`src/tpc_defs.svh`:
```
`ifndef TPC_DEFS_SVH
`define TPC_DEFS_SVH
`define TPC_IDX_CMP_CTL   8'h2B
`define TPC_IDX_CMP_SEL   8'h2C
`define TPC_IDX_TMR_CTL   8'h30
`define TPC_IDX_TMR_CNT   8'h31
`define TPC_IDX_TMR_SCL   8'h32
`define TPC_IDX_TMR_BND   8'h33
`define TPC_SRC_OFF       4'h0
`define TPC_SRC_SYS       4'h1
`define TPC_SRC_HRC       4'h2
`define TPC_SRC_EXTERNAL_OSCILLATOR      4'h3
`define TPC_SRC_LRC       4'h4
`define TPC_SRC_CMP       4'h5
`define TPC_SRC_PA0_R     4'h8
`define TPC_SRC_PA0_F     4'h9
`define TPC_SRC_PB0_R     4'hA
`define TPC_SRC_PB0_F     4'hB
`define TPC_SRC_PA4_R     4'hC
`define TPC_SRC_PA4_F     4'hD
`define TPC_OUT_OFF       2'h0
`define TPC_OUT_PB2       2'h1
`define TPC_OUT_PA3       2'h2
`define TPC_OUT_PB4       2'h3
`define TPC_RST_BYTE      8'h00
`endif

```
`src/tpc_pkg.sv`:
```
package tpc_pkg;
   typedef struct packed {
      logic       paddr_unused;
      logic       psel;
      logic       penable;
      logic       pwrite;
      logic [11:0] paddr;
      logic [31:0] pwdata;
   } tpc_apb_req_t;
   typedef struct packed {
      logic        pready;
      logic        pslverr;
      logic [31:0] prdata;
   } tpc_apb_rsp_t;
   typedef struct packed {
      logic internalHighRcClock;
      logic externalOscillator;
      logic internalLowRcClock;
      logic portABitZero;
      logic portABitFour;
      logic portBBitZero;
   } tpc_clk_in_t;
   typedef struct packed {
      logic portBBitTwo;
      logic portABitThree;
      logic portBBitFour;
   } tpc_pins_t;
   typedef struct packed {
      logic       enable;
      logic       plusIsPortA4;
      logic [2:0] minusSel;
      logic       highRange;
      logic       lowRange;
      logic [3:0] ladderLevel;
   } tpc_analog_t;
endpackage

```
`src/timer_pwm_cmp.sv`:
```
// Contract
// Control bits 7-4 pick timer clock: off, system, high RC, oscillator, low RC, comparator.
// Codes 8-D count rising/falling edges of A0, B0, A4; others reserved.
// Control bits 3-2 route output: off, B2, A3, B4.
// Control bit 1 selects period (0) or PWM (1) mode, reset 0.
// Control bit 0 inverts the timer output before the pin.
// Counter is 8-bit, readable and writable, reset to zero.
// Scaler bit 7 selects 8-bit or build-option 6/7-bit PWM resolution.
// Scaler bits 6-5 prescale by 1, 4, 16 or 64.
// Scaler bits 4-0 hold write-only 5-bit scaler, reset zero.
// Comparator control bit 7 enables the comparator, reset 0.
// Comparator control bit 6 reads result: 1 when plus exceeds minus.
// Comparator bit 5 samples result with the timer clock tick.
// Comparator bit 4 inverts the result polarity.
// Comparator bits 3-1 select minus input; 11X reserved.
// Comparator bit 0 selects plus input: ladder or A4.
// Selection bit 7 drives comparator output onto A0.
// Selection bit 6 enables wake-up on comparator result change.
// Selection bits 5,4 choose ladder ranges; bits 3-0 set level.
// Write-only 8-bit bound register, reset zero, sets compare limit.
// Counter steps per prescaled, scaled tick; output toggles at bound.
// PWM wraps at resolution; high while counter below bound.
//
// Our own choice: the APB interface to the registers.
`include "tpc_defs.svh"
module timer_pwm_cmp #(
   parameter logic RES_SEVEN_BIT = 1'b0,  // pwm_resolution_build_option
   parameter logic HRC_DOUBLE    = 1'b0   // high_rc_doubling_build_option
) (
   input  wire logic                 clock,
   input  wire logic                 arst_n,
   input  wire logic                 clkEn,
   input  wire tpc_pkg::tpc_apb_req_t apbReq,
   output      tpc_pkg::tpc_apb_rsp_t apbRsp,
   input  wire tpc_pkg::tpc_clk_in_t clkIn,
   input  wire logic                 cmpRaw,
   output      tpc_pkg::tpc_analog_t analogCtl,
   output      tpc_pkg::tpc_pins_t   pinOut,
   output      tpc_pkg::tpc_pins_t   pinOe,
   output      logic                 cmpPinOut,
   output      logic                 cmpPinOe,
   output      logic                 wakeUp
);
   import tpc_pkg::*;

   logic [7:0] ctlReg, cntReg, sclReg, bndReg, cmpCtlReg, cmpSelReg;
   logic [7:0] cntNext;
   logic [5:0] preReg;
   logic [4:0] divReg;
   logic       outReg, cmpSmpReg, cmpPrevReg, wakeReg;
   logic       rdReg;
   logic [7:0] rdData;
   logic [6:0] inPrev;

   function automatic logic rise(input logic cur, input logic prev);
      return cur & ~prev;
   endfunction

   // Register access
   wire        apbAcc   = apbReq.psel & apbReq.penable;
   wire        apbWr    = apbAcc & apbReq.pwrite & clkEn;
   wire [9:0]  wordIdx  = apbReq.paddr[11:2];
   wire        selCc    = wordIdx == {2'h0, `TPC_IDX_CMP_CTL};
   wire        selCs    = wordIdx == {2'h0, `TPC_IDX_CMP_SEL};
   wire        selTc    = wordIdx == {2'h0, `TPC_IDX_TMR_CTL};
   wire        selCt    = wordIdx == {2'h0, `TPC_IDX_TMR_CNT};
   wire        selSc    = wordIdx == {2'h0, `TPC_IDX_TMR_SCL};
   wire        selBd    = wordIdx == {2'h0, `TPC_IDX_TMR_BND};
   wire        mapped   = selCc | selCs | selTc | selCt | selSc | selBd;
   wire        wrCt     = apbWr & selCt;

   // Comparator result path
   wire        cmpRes   = cmpCtlReg[7] & cmpRaw;
   wire        cmpPol   = cmpRes ^ cmpCtlReg[4];

   // Clock source selection and edge detection
   wire [6:0]  inCur    = {clkIn.internalHighRcClock, clkIn.externalOscillator, clkIn.internalLowRcClock,
                           clkIn.portABitZero, clkIn.portBBitZero, clkIn.portABitFour, cmpPol};
   wire [3:0]  srcSel   = ctlReg[7:4];
   logic       srcTick;
   always_comb begin
      case (srcSel)
         `TPC_SRC_OFF:   srcTick = 1'b0;
         `TPC_SRC_SYS:   srcTick = 1'b1;
         `TPC_SRC_HRC:   srcTick = HRC_DOUBLE ? (inCur[6] ^ inPrev[6]) : rise(inCur[6], inPrev[6]);
         `TPC_SRC_EXTERNAL_OSCILLATOR:  srcTick = rise(inCur[5], inPrev[5]);
         `TPC_SRC_LRC:   srcTick = rise(inCur[4], inPrev[4]);
         `TPC_SRC_CMP:   srcTick = rise(inCur[0], inPrev[0]);
         `TPC_SRC_PA0_R: srcTick = rise(inCur[3], inPrev[3]);
         `TPC_SRC_PA0_F: srcTick = rise(inPrev[3], inCur[3]);
         `TPC_SRC_PB0_R: srcTick = rise(inCur[2], inPrev[2]);
         `TPC_SRC_PB0_F: srcTick = rise(inPrev[2], inCur[2]);
         `TPC_SRC_PA4_R: srcTick = rise(inCur[1], inPrev[1]);
         `TPC_SRC_PA4_F: srcTick = rise(inPrev[1], inCur[1]);
         default:        srcTick = 1'b0;
      endcase
   end

   // Prescaler 1/4/16/64
   logic [5:0] preMask;
   always_comb begin
      case (sclReg[6:5])
         2'h0:    preMask = 6'h00;
         2'h1:    preMask = 6'h03;
         2'h2:    preMask = 6'h0F;
         default: preMask = 6'h3F;
      endcase
   end
   wire        preTick  = srcTick & ((preReg & preMask) == preMask);
   wire        divTick  = preTick & (divReg == sclReg[4:0]);
   wire        tmrTick  = divTick & ~wrCt;

   // Counter limit and output
   wire [7:0]  resMask  = ~sclReg[7] ? 8'hFF : (RES_SEVEN_BIT ? 8'h7F : 8'h3F);
   wire        pwmMode  = ctlReg[1];
   wire        atBound  = cntReg == bndReg;
   always_comb begin
      cntNext = cntReg;
      if (wrCt) begin
         cntNext = apbReq.pwdata[7:0];
      end else if (tmrTick) begin
         if (pwmMode) begin
            cntNext = (cntReg + 8'h01) & resMask;
         end else if (atBound) begin
            cntNext = `TPC_RST_BYTE;
         end else begin
            cntNext = cntReg + 8'h01;
         end
      end
   end
   wire        pwmLevel = (cntReg & resMask) < bndReg;
   wire        tmrLevel = (pwmMode ? pwmLevel : outReg) ^ ctlReg[0];
   wire [1:0]  route    = ctlReg[3:2];

   always_ff @(posedge clock or negedge arst_n) begin
      if (!arst_n) begin
         ctlReg    <= `TPC_RST_BYTE;
         sclReg    <= `TPC_RST_BYTE;
         bndReg    <= `TPC_RST_BYTE;
         cmpCtlReg <= `TPC_RST_BYTE;
         cmpSelReg <= `TPC_RST_BYTE;
      end else if (apbWr) begin
         if (selTc) ctlReg <= apbReq.pwdata[7:0];
         if (selSc) sclReg <= apbReq.pwdata[7:0];
         if (selBd) bndReg <= apbReq.pwdata[7:0];
         if (selCc) cmpCtlReg <= {apbReq.pwdata[7], 1'b0, apbReq.pwdata[5:0]};
         if (selCs) cmpSelReg <= apbReq.pwdata[7:0];
      end
   end

   always_ff @(posedge clock or negedge arst_n) begin
      if (!arst_n) begin
         cntReg <= `TPC_RST_BYTE;
         preReg <= 6'h00;
         divReg <= 5'h00;
         outReg <= 1'b0;
      end else if (clkEn) begin
         cntReg <= cntNext;
         if (srcTick) preReg <= preReg + 6'h01;
         if (preTick) divReg <= (divReg == sclReg[4:0]) ? 5'h00 : divReg + 5'h01;
         if (tmrTick && !pwmMode && atBound) outReg <= ~outReg;
      end
   end

   always_ff @(posedge clock or negedge arst_n) begin
      if (!arst_n) begin
         inPrev     <= 7'h00;
         cmpSmpReg  <= 1'b0;
         cmpPrevReg <= 1'b0;
         wakeReg    <= 1'b0;
         rdReg      <= 1'b0;
      end else if (clkEn) begin
         inPrev     <= inCur;
         if (tmrTick) cmpSmpReg <= cmpPol;
         cmpPrevReg <= cmpRes;
         wakeReg    <= cmpSelReg[6] & (cmpRes ^ cmpPrevReg);
         rdReg      <= apbReq.psel & ~apbReq.penable;
      end
   end

   // Sampled result lags the live one by up to a timer tick
   wire        cmpOut   = cmpCtlReg[5] ? cmpSmpReg : cmpPol;

   always_comb begin
      // Full word index compared so aliased words read zero too
      case (wordIdx)
         {2'h0, `TPC_IDX_CMP_CTL}: rdData = {cmpCtlReg[7], cmpRes, cmpCtlReg[5:0]};
         {2'h0, `TPC_IDX_TMR_CTL}: rdData = ctlReg;
         {2'h0, `TPC_IDX_TMR_CNT}: rdData = cntReg;
         default:                  rdData = 8'h00;  // Write-only registers read zero
      endcase
   end

   logic [7:0] rdDataReg;
   always_ff @(posedge clock or negedge arst_n) begin
      if (!arst_n) begin
         rdDataReg <= 8'h00;
      end else if (clkEn && apbReq.psel && !apbReq.penable) begin
         rdDataReg <= rdData;
      end
   end

   assign apbRsp.pready  = clkEn;
   assign apbRsp.pslverr = apbAcc & ~mapped;
   assign apbRsp.prdata  = {24'h000000, rdDataReg};

   assign analogCtl.enable       = cmpCtlReg[7];
   assign analogCtl.minusSel     = cmpCtlReg[3:1];
   assign analogCtl.plusIsPortA4 = cmpCtlReg[0];
   assign analogCtl.highRange    = cmpSelReg[5];
   assign analogCtl.lowRange     = cmpSelReg[4];
   assign analogCtl.ladderLevel  = cmpSelReg[3:0];

   assign pinOe.portBBitTwo   = route == `TPC_OUT_PB2;
   assign pinOe.portABitThree = route == `TPC_OUT_PA3;
   assign pinOe.portBBitFour  = route == `TPC_OUT_PB4;
   assign pinOut.portBBitTwo   = tmrLevel;
   assign pinOut.portABitThree = tmrLevel;
   assign pinOut.portBBitFour  = tmrLevel;
   assign cmpPinOe  = cmpSelReg[7];
   assign cmpPinOut = cmpOut;
   assign wakeUp    = wakeReg;

   wire unusedBits = apbReq.paddr_unused ^ rdReg;

   period_toggle_a: assert property (@(posedge clock) disable iff (!arst_n)
      clkEn && tmrTick && !pwmMode && atBound && !wrCt |=> outReg != $past(outReg))
      else $error("Output did not toggle at bound");
   period_wrap_a: assert property (@(posedge clock) disable iff (!arst_n)
      clkEn && tmrTick && !pwmMode && atBound |=> cntReg == 8'h00)
      else $error("Period counter did not restart");
   pwm_level_a: assert property (@(posedge clock) disable iff (!arst_n)
      pwmMode && !ctlReg[0] |-> tmrLevel == ((cntReg & resMask) < bndReg))
      else $error("PWM level wrong");
   invert_pin_a: assert property (@(posedge clock) disable iff (!arst_n)
      pwmMode |-> tmrLevel == (pwmLevel ^ ctlReg[0]))
      else $error("Polarity inversion wrong");
   count_write_a: assert property (@(posedge clock) disable iff (!arst_n)
      clkEn && wrCt |=> cntReg == $past(apbReq.pwdata[7:0]))
      else $error("Counter write lost");
   off_frozen_a: assert property (@(posedge clock) disable iff (!arst_n)
      srcSel == `TPC_SRC_OFF && !wrCt |=> $stable(cntReg))
      else $error("Disabled timer counted");
   route_excl_a: assert property (@(posedge clock) disable iff (!arst_n)
      $onehot0({pinOe.portBBitTwo, pinOe.portABitThree, pinOe.portBBitFour}) && ((route == 2'h0) == (pinOe == 3'h0)))
      else $error("Output routing wrong");
   wake_change_a: assert property (@(posedge clock) disable iff (!arst_n)
      clkEn && cmpSelReg[6] && $changed(cmpRes) |=> wakeUp)
      else $error("Wake-up missed");
   pwm_wrap_a: assert property (@(posedge clock) disable iff (!arst_n)
      clkEn && pwmMode && sclReg[7] && tmrTick |=> (cntReg & ~resMask) == 8'h00)
      else $error("PWM exceeded resolution");
   result_read_a: assert property (@(posedge clock) disable iff (!arst_n)
      !cmpCtlReg[7] |-> !cmpRes)
      else $error("Disabled comparator gave result");
   count_hold_a: assert property (@(posedge clock) disable iff (!arst_n)
      clkEn && !wrCt && !tmrTick |=> $stable(cntReg))
      else $error("Counter moved without tick");
   reserved_src_a: assert property (@(posedge clock) disable iff (!arst_n)
      srcSel inside {4'h6, 4'h7, 4'hE, 4'hF} |-> !srcTick)
      else $error("Reserved source ticked");
   freeze_all_a: assert property (@(posedge clock) disable iff (!arst_n)
      !clkEn |=> $stable(cntReg) && $stable(outReg) && $stable(ctlReg) && $stable(wakeUp))
      else $error("State moved while frozen");
   sample_take_a: assert property (@(posedge clock) disable iff (!arst_n)
      clkEn && tmrTick |=> cmpSmpReg == $past(cmpPol))
      else $error("Result sample missed tick");
   live_result_a: assert property (@(posedge clock) disable iff (!arst_n)
      !cmpCtlReg[5] |-> cmpPinOut == (cmpRes ^ cmpCtlReg[4]))
      else $error("Unsampled result wrong");
   wake_quiet_a: assert property (@(posedge clock) disable iff (!arst_n)
      clkEn && !cmpSelReg[6] |=> !wakeUp)
      else $error("Wake-up while disabled");
   bad_word_a: assert property (@(posedge clock) disable iff (!arst_n)
      apbAcc && !mapped |-> apbRsp.pslverr && apbRsp.prdata == 32'h00000000)
      else $error("Unmapped access not refused");

   pwm_run_c:    cover property (@(posedge clock) disable iff (!arst_n) pwmMode && tmrTick && pwmLevel);
   period_hit_c: cover property (@(posedge clock) disable iff (!arst_n) !pwmMode && tmrTick && atBound);
   wake_c:       cover property (@(posedge clock) disable iff (!arst_n) wakeUp);
   edge_src_c:   cover property (@(posedge clock) disable iff (!arst_n) srcSel == `TPC_SRC_PA4_F && tmrTick);
   cnt_write_c:  cover property (@(posedge clock) disable iff (!arst_n) clkEn && wrCt);
endmodule // timer_pwm_cmp

```
`config.mk`:
```
export PLATFORM = sky130hd
export DESIGN_NAME = timer_pwm_cmp
export DESIGN_NICKNAME = d
export VERILOG_FILES = /design/src/tpc_pkg.sv /design/src/timer_pwm_cmp.sv
export VERILOG_INCLUDE_DIRS = /design/src /design/src/src
export SDC_FILE = /design/constraint.sdc
export NUM_CORES = 1
export LEC_CHECK = 0
export ABC_CLOCK_PERIOD_IN_PS = 5500
export BUFFER_PORTS_ARGS = -buffer_cell sky130_fd_sc_hd__clkbuf_2
export CORE_MARGIN = 1
export CORE_UTILIZATION = 33
export CTS_CLUSTER_DIAMETER = 150
export DETAILED_ROUTE_END_ITERATION = 8
export PLACE_DENSITY = 0.56
export SKIP_CTS_REPAIR_TIMING = 1
export SYNTH_ARGS = -nofsm -noshare
export SYNTH_HDL_FRONTEND = slang
export SYNTH_SLANG_ARGS = --single-unit
```
`constraint.sdc`:
```
create_clock -name clock -period 5.5 [get_ports clock]
set_clock_uncertainty 0.1 [all_clocks]
set_input_delay 0.275 -clock clock [delete_from_list [all_inputs] [get_ports clock]]
set_output_delay 0.275 -clock clock [all_outputs]
set_load 0.01 [all_outputs]
```
Word-level counts from Yosys, hierarchy flattened
Cells that the tools add are included.
{"block": "word_totals", "n_memories": 0, "ram_bits": 0, "out_inout_bits": 54, "register_bits": 77, "romBits": 0, "latchBits": 0, "in_bits": 58}
{"block": "classes", "n_mul": 0, "bitwise": 44, "order_cmp": 1, "mux": 11, "n_addsub": 3, "n_reduce_logical": 18, "div": 0, "eq_ne": 25, "n_shift": 0}
{"cell": "$eq A10 B6 Y1 const B", "n": 6}
{"cell": "$mux W8", "n": 5}
{"cell": "$eq A4 B4 Y1 const B", "n": 6}
{"cell": "$pmux W8 S3", "n": 1}
{"cell": "$and A1 B1 Y1", "n": 20}
{"cell": "$reduce_and A2 Y1", "n": 10}
{"cell": "$pmux W6 S3", "n": 1}
{"cell": "$and A8 B8 Y8", "n": 2}
{"cell": "$not A1 Y1", "n": 13}
{"cell": "$pmux W1 S11", "n": 1}
{"cell": "$add A8 B1 Y8 const B", "n": 1}
{"cell": "$eq A4 B2 Y1 const B", "n": 2}
{"cell": "$eq A4 B3 Y1 const B", "n": 2}
{"cell": "$eq A8 B8 Y1", "n": 1}
{"cell": "$lt A8 B8 Y1", "n": 1}
{"cell": "$add A6 B1 Y6 const B", "n": 1}
{"cell": "$and A6 B6 Y6", "n": 1}
{"cell": "$eq A2 B2 Y1 const B", "n": 3}
{"cell": "$eq A6 B6 Y1", "n": 1}
{"cell": "$add A5 B1 Y5 const B", "n": 1}
{"cell": "$eq A5 B5 Y1", "n": 1}
{"cell": "$mux W5", "n": 1}
{"cell": "$or A1 B1 Y1", "n": 5}
{"cell": "$eq A2 B1 Y1 const B", "n": 2}
{"cell": "other kinds (7)", "n": 14}

Logic depth before layout (Yosys ltp)
{"block": "logic_depth", "ltp_word": 10, "depth_mapped": 10}

Worst setup path before layout
OpenSTA, ideal clock, no wires.
{"block": "synth_path", "path_type": "register to output", "startpoint": "reg cntReg[1]", "endpoint": "out pinOut[0] (netlist name)", "path_buffers": 1, "t_arrival_ps": 2034, "slack_ps": 3091, "stages_incl_launch_ff": 10, "path_cell_list": "dfrtp_1 -> ha_1 -> nor2b_1 -> o21a_1 -> o21a_1 -> o211ai_1 -> a21boi_0 -> o41ai_1 -> xor2_1 -> buf_4"}
{"block": "synth_via", "elab_chain_cells": 4}
{"element": "start: declaration", "line_no": "timer_pwm_cmp.sv:46", "rtl": "logic [7:0] ctlReg, cntReg, sclReg, bndReg, cmpCtlReg, cmpSelReg;"}
{"element": "start signal: assignment", "line_no": "timer_pwm_cmp.sv:153", "rtl": "cntReg <= `TPC_RST_BYTE;"}
{"element": "start signal: assignment", "line_no": "timer_pwm_cmp.sv:158", "rtl": "cntReg <= cntNext;"}
{"element": "$and A8 B8 Y8", "line_no": "timer_pwm_cmp.sv:131", "rtl": "wire pwmLevel = (cntReg & resMask) < bndReg;"}
{"element": "$lt A8 B8 Y1", "line_no": "timer_pwm_cmp.sv:131"}
{"element": "$mux W1", "line_no": "timer_pwm_cmp.sv:132", "rtl": "wire tmrLevel = (pwmMode ? pwmLevel : outReg) ^ ctlReg[0];"}
{"element": "$xor A1 B1 Y1", "line_no": "timer_pwm_cmp.sv:132"}
{"element": "end: declaration", "line_no": "timer_pwm_cmp.sv:38", "rtl": "output tpc_pkg::tpc_pins_t pinOut,"}
Every way passes these cells.

==> impl_metrics.tcl <==
set metrics [dict create \
    die_h_um 114 \
    yosys_warnings 0 \
    top_layer_used "met4" \
    dp.cells 594 \
    post-route-drc-count 0 \
    io_buffers 60 \
    maxClockFrequency_mhz 332 \
    dr.pass1.iters 4 \
    insertion_delay_ps 340 \
    antenna_found_initial 0 \
    cts_max_level 3 \
    synth.avg_cell_area_um2 10.7 \
    ir_worst_vdd_v 0.000123 \
    clk_pin_slew_worst_paths_ps 50 \
    synthToLayoutAreaGrowth_pct 12.6 \
    status "finished, violations left" \
    antennaDiodeCount 0 \
    start_util_pct 34.3 \
    setup_viol 0 \
    cap_violations 0 \
    worst_pin_slew_ps 1010 \
    ios 112 \
    hp-class "in2async" \
    synth_cell_types 59 \
    wl_um 8960 \
    yosys_most_used_dff "dfrtp_1" \
    slew_violations 0 \
    grt_pass1_wl_um 14600 \
    cp_max_fo 5 \
    tritoncts "built" \
    cp-start-kind "register" \
    drive_gt1_share_pct 28.4 \
    num_rows 40 \
    synth.area.top_cells "dfrtp_1 (46%), mux2_2 (12%), buf_4 (7.0%)" \
    hold_viol 4 \
    fp.dieArea_um2 13100 \
    final_cell_mix "dfrtp_1 (77), clkbuf_2 (59), mux2_2 (45)" \
    timing.final.ws_setup_ps 2490 \
    hold_ws_ps -12.7 \
    vias_per_cell 4.85 \
    hpwl_um 6460 \
    synth_top_area_share_pct 46.1 \
    p_leak_nw 2.28 \
    p_total_mw 1.18 \
    drtIter0Drc 151 \
    dr_wl_met3_um 391 \
    final_nets 506 \
    final_antenna_net_count 0 \
    finalCritPeriodShare_pct 54.7 \
    final_common_cell "dfrtp_1" \
    wl_met1_um 4150 \
    powerDensity_nw_per_um2 250 \
    ys_ff_latch 77 \
    rsz0062_at_grt "no" \
    relSlewSlack_pct 31.7 \
    grt_pass1_vias 2855 \
    critPathRequiredTime_ps 5120 \
    die_width_um 114 \
    synth_area_um2 4180 \
    stdcell_count 608 \
    clock-root-buffer "clkbuf_16" \
    place_congestion 0.800 \
    grt_max_degree 78 \
    yosysTopAreaCell "dfrtp_1" \
    grt_overflow 0 \
    grt_usage_pct 14.8 \
    cts_buffers 9 \
    violations "hold timing" \
    vias 2946 \
    pre_cts_slack_ps 2760 \
    coreArea_um2 12200 \
    wl_met2_um 4220 \
    layout_min_cycle_time_ps 3010 \
    end_kind "primary output" \
    worstSetupPathType "reg2out" \
    post_drt_wl_per_cell_um 14.7 \
    cts_buffer_depth 2 \
    ys_async_sr_fraction_pct 100 \
    netlist_instances 392 \
    worstPathArrival_ps 2640 \
    synth-edff-count 0 \
    rr_startpoint "ctlReg[4]$_DFFE_PN0P_" \
    finalSetupTns_ps 0 \
    cts.sinks 77 \
    cp-startpoint "cntReg[1]$_DFFE_PN0P_" \
    ys_seq_area_share_pct 46.1 \
]
[power by group]
group          total (mW)  internal (mW)  switching [mW]
clock               0.538          0.323           0.214
combinational      0.0593         0.0195          0.0398
sequential          0.579          0.573         0.00517
total                1.18          0.916           0.259
[final cells by class]
type                    instances  area, um2
clock inverters                 2       10.0
clock buffers                  12        256
multi-input cells             274       1940
inverters                      15       56.3
well taps                     168        210
fillers                      1209       7460
flip-flops and latches         77       1930
repair buffers                 60        303
[critical path: stages, from the launching register on]
cell	delay, ps
dfrtp_1	420
ha_1	320
nor2b_1	130
o21a_1	160
o21a_1	160
o211ai_1	150
a21boi_0	110
o41ai_1	350
xor2_1	300
clkbuf_2	190
[worst paths after layout]
| path | cells past startpoint | end | slack (ps) |
|---|---|---|---|
| max in group asynchronous | 1 | cmpSelReg[3]$_DFFE_PN0P_ | 4670 |
| max | 9 | pinOut[1] | 2490 |
| min | 1 | cmpSelReg[4]$_DFFE_PN0P_ | -10 |
| max reg2reg | 7 | cntReg[6]$_DFFE_PN0P_ | 2760 |
| min reg2reg | 1 | outReg$_DFFE_PN0P_ | 370 |
| min in group clock | 2 | inPrev[4]$_DFFE_PN0P_ | 90 |
[routing by layer]
metal | GRT usage, % | vias up
met2 | 23.5 | 73
met5 | 0 | -
met1 | 19.2 | 1434
met4 | 6.58 | 0
met3 | 3.28 | 13
li1 | - | 1426
[registers in the layout, indices dropped and copies added, names as in the netlist]
name / flops
cmpSmpReg: 1
cntReg: 8
divReg: 5
rdDataReg: 8
sclReg: 8
cmpPrevReg: 1
preReg: 6
bndReg: 8
inPrev: 7
cmpSelReg: 8
wakeUp: 1
outReg: 1
ctlReg: 8
cmpCtlReg: 7
[per-stage QoR]
stage / hold slack [ps] / area [um2] / utilization, %
floorplan: -121 / 4260 / -
global placement: 357 / 4430 / 36.5
detailed placement: 359 / 4430 / 36.5
CTS: 43.0 / 4700 / 38.7
global route: 80.6 / 4700 / 38.7
finish: -12.7 / 4700 / 38.7
[cell usage after synthesis (all sizes together) (9+ instances only)]
| cell | count |
|---|---|
| buf | 42 |
| inv | 15 |
| nand3 | 12 |
| nand2 | 30 |
| nor3 | 10 |
| nor2b | 10 |
| nor2 | 15 |
| dfrtp | 77 |
| o21ai | 30 |
| mux2 | 45 |
| xnor2 | 9 |
| ha | 11 |
[cells by family (layout without fill, tap and decap cells)]
family / after synthesis / count (layout) / share of synthesized area, %
other: 1 / 24 / 0.0898
XOR/XNOR: 16 / 16 / 3.36
buffers and inverters: 64 / 89 / 9.50
AO/OA/AOI/OAI: 68 / 68 / 11.1
flip-flops: 77 / 77 / 46.1
multiplexers: 46 / 46 / 12.4
adder cells (fa/ha/maj): 11 / 11 / 3.30
AND/OR/NAND/NOR: 109 / 109 / 14.2
(Power assumes the default switching activity.)
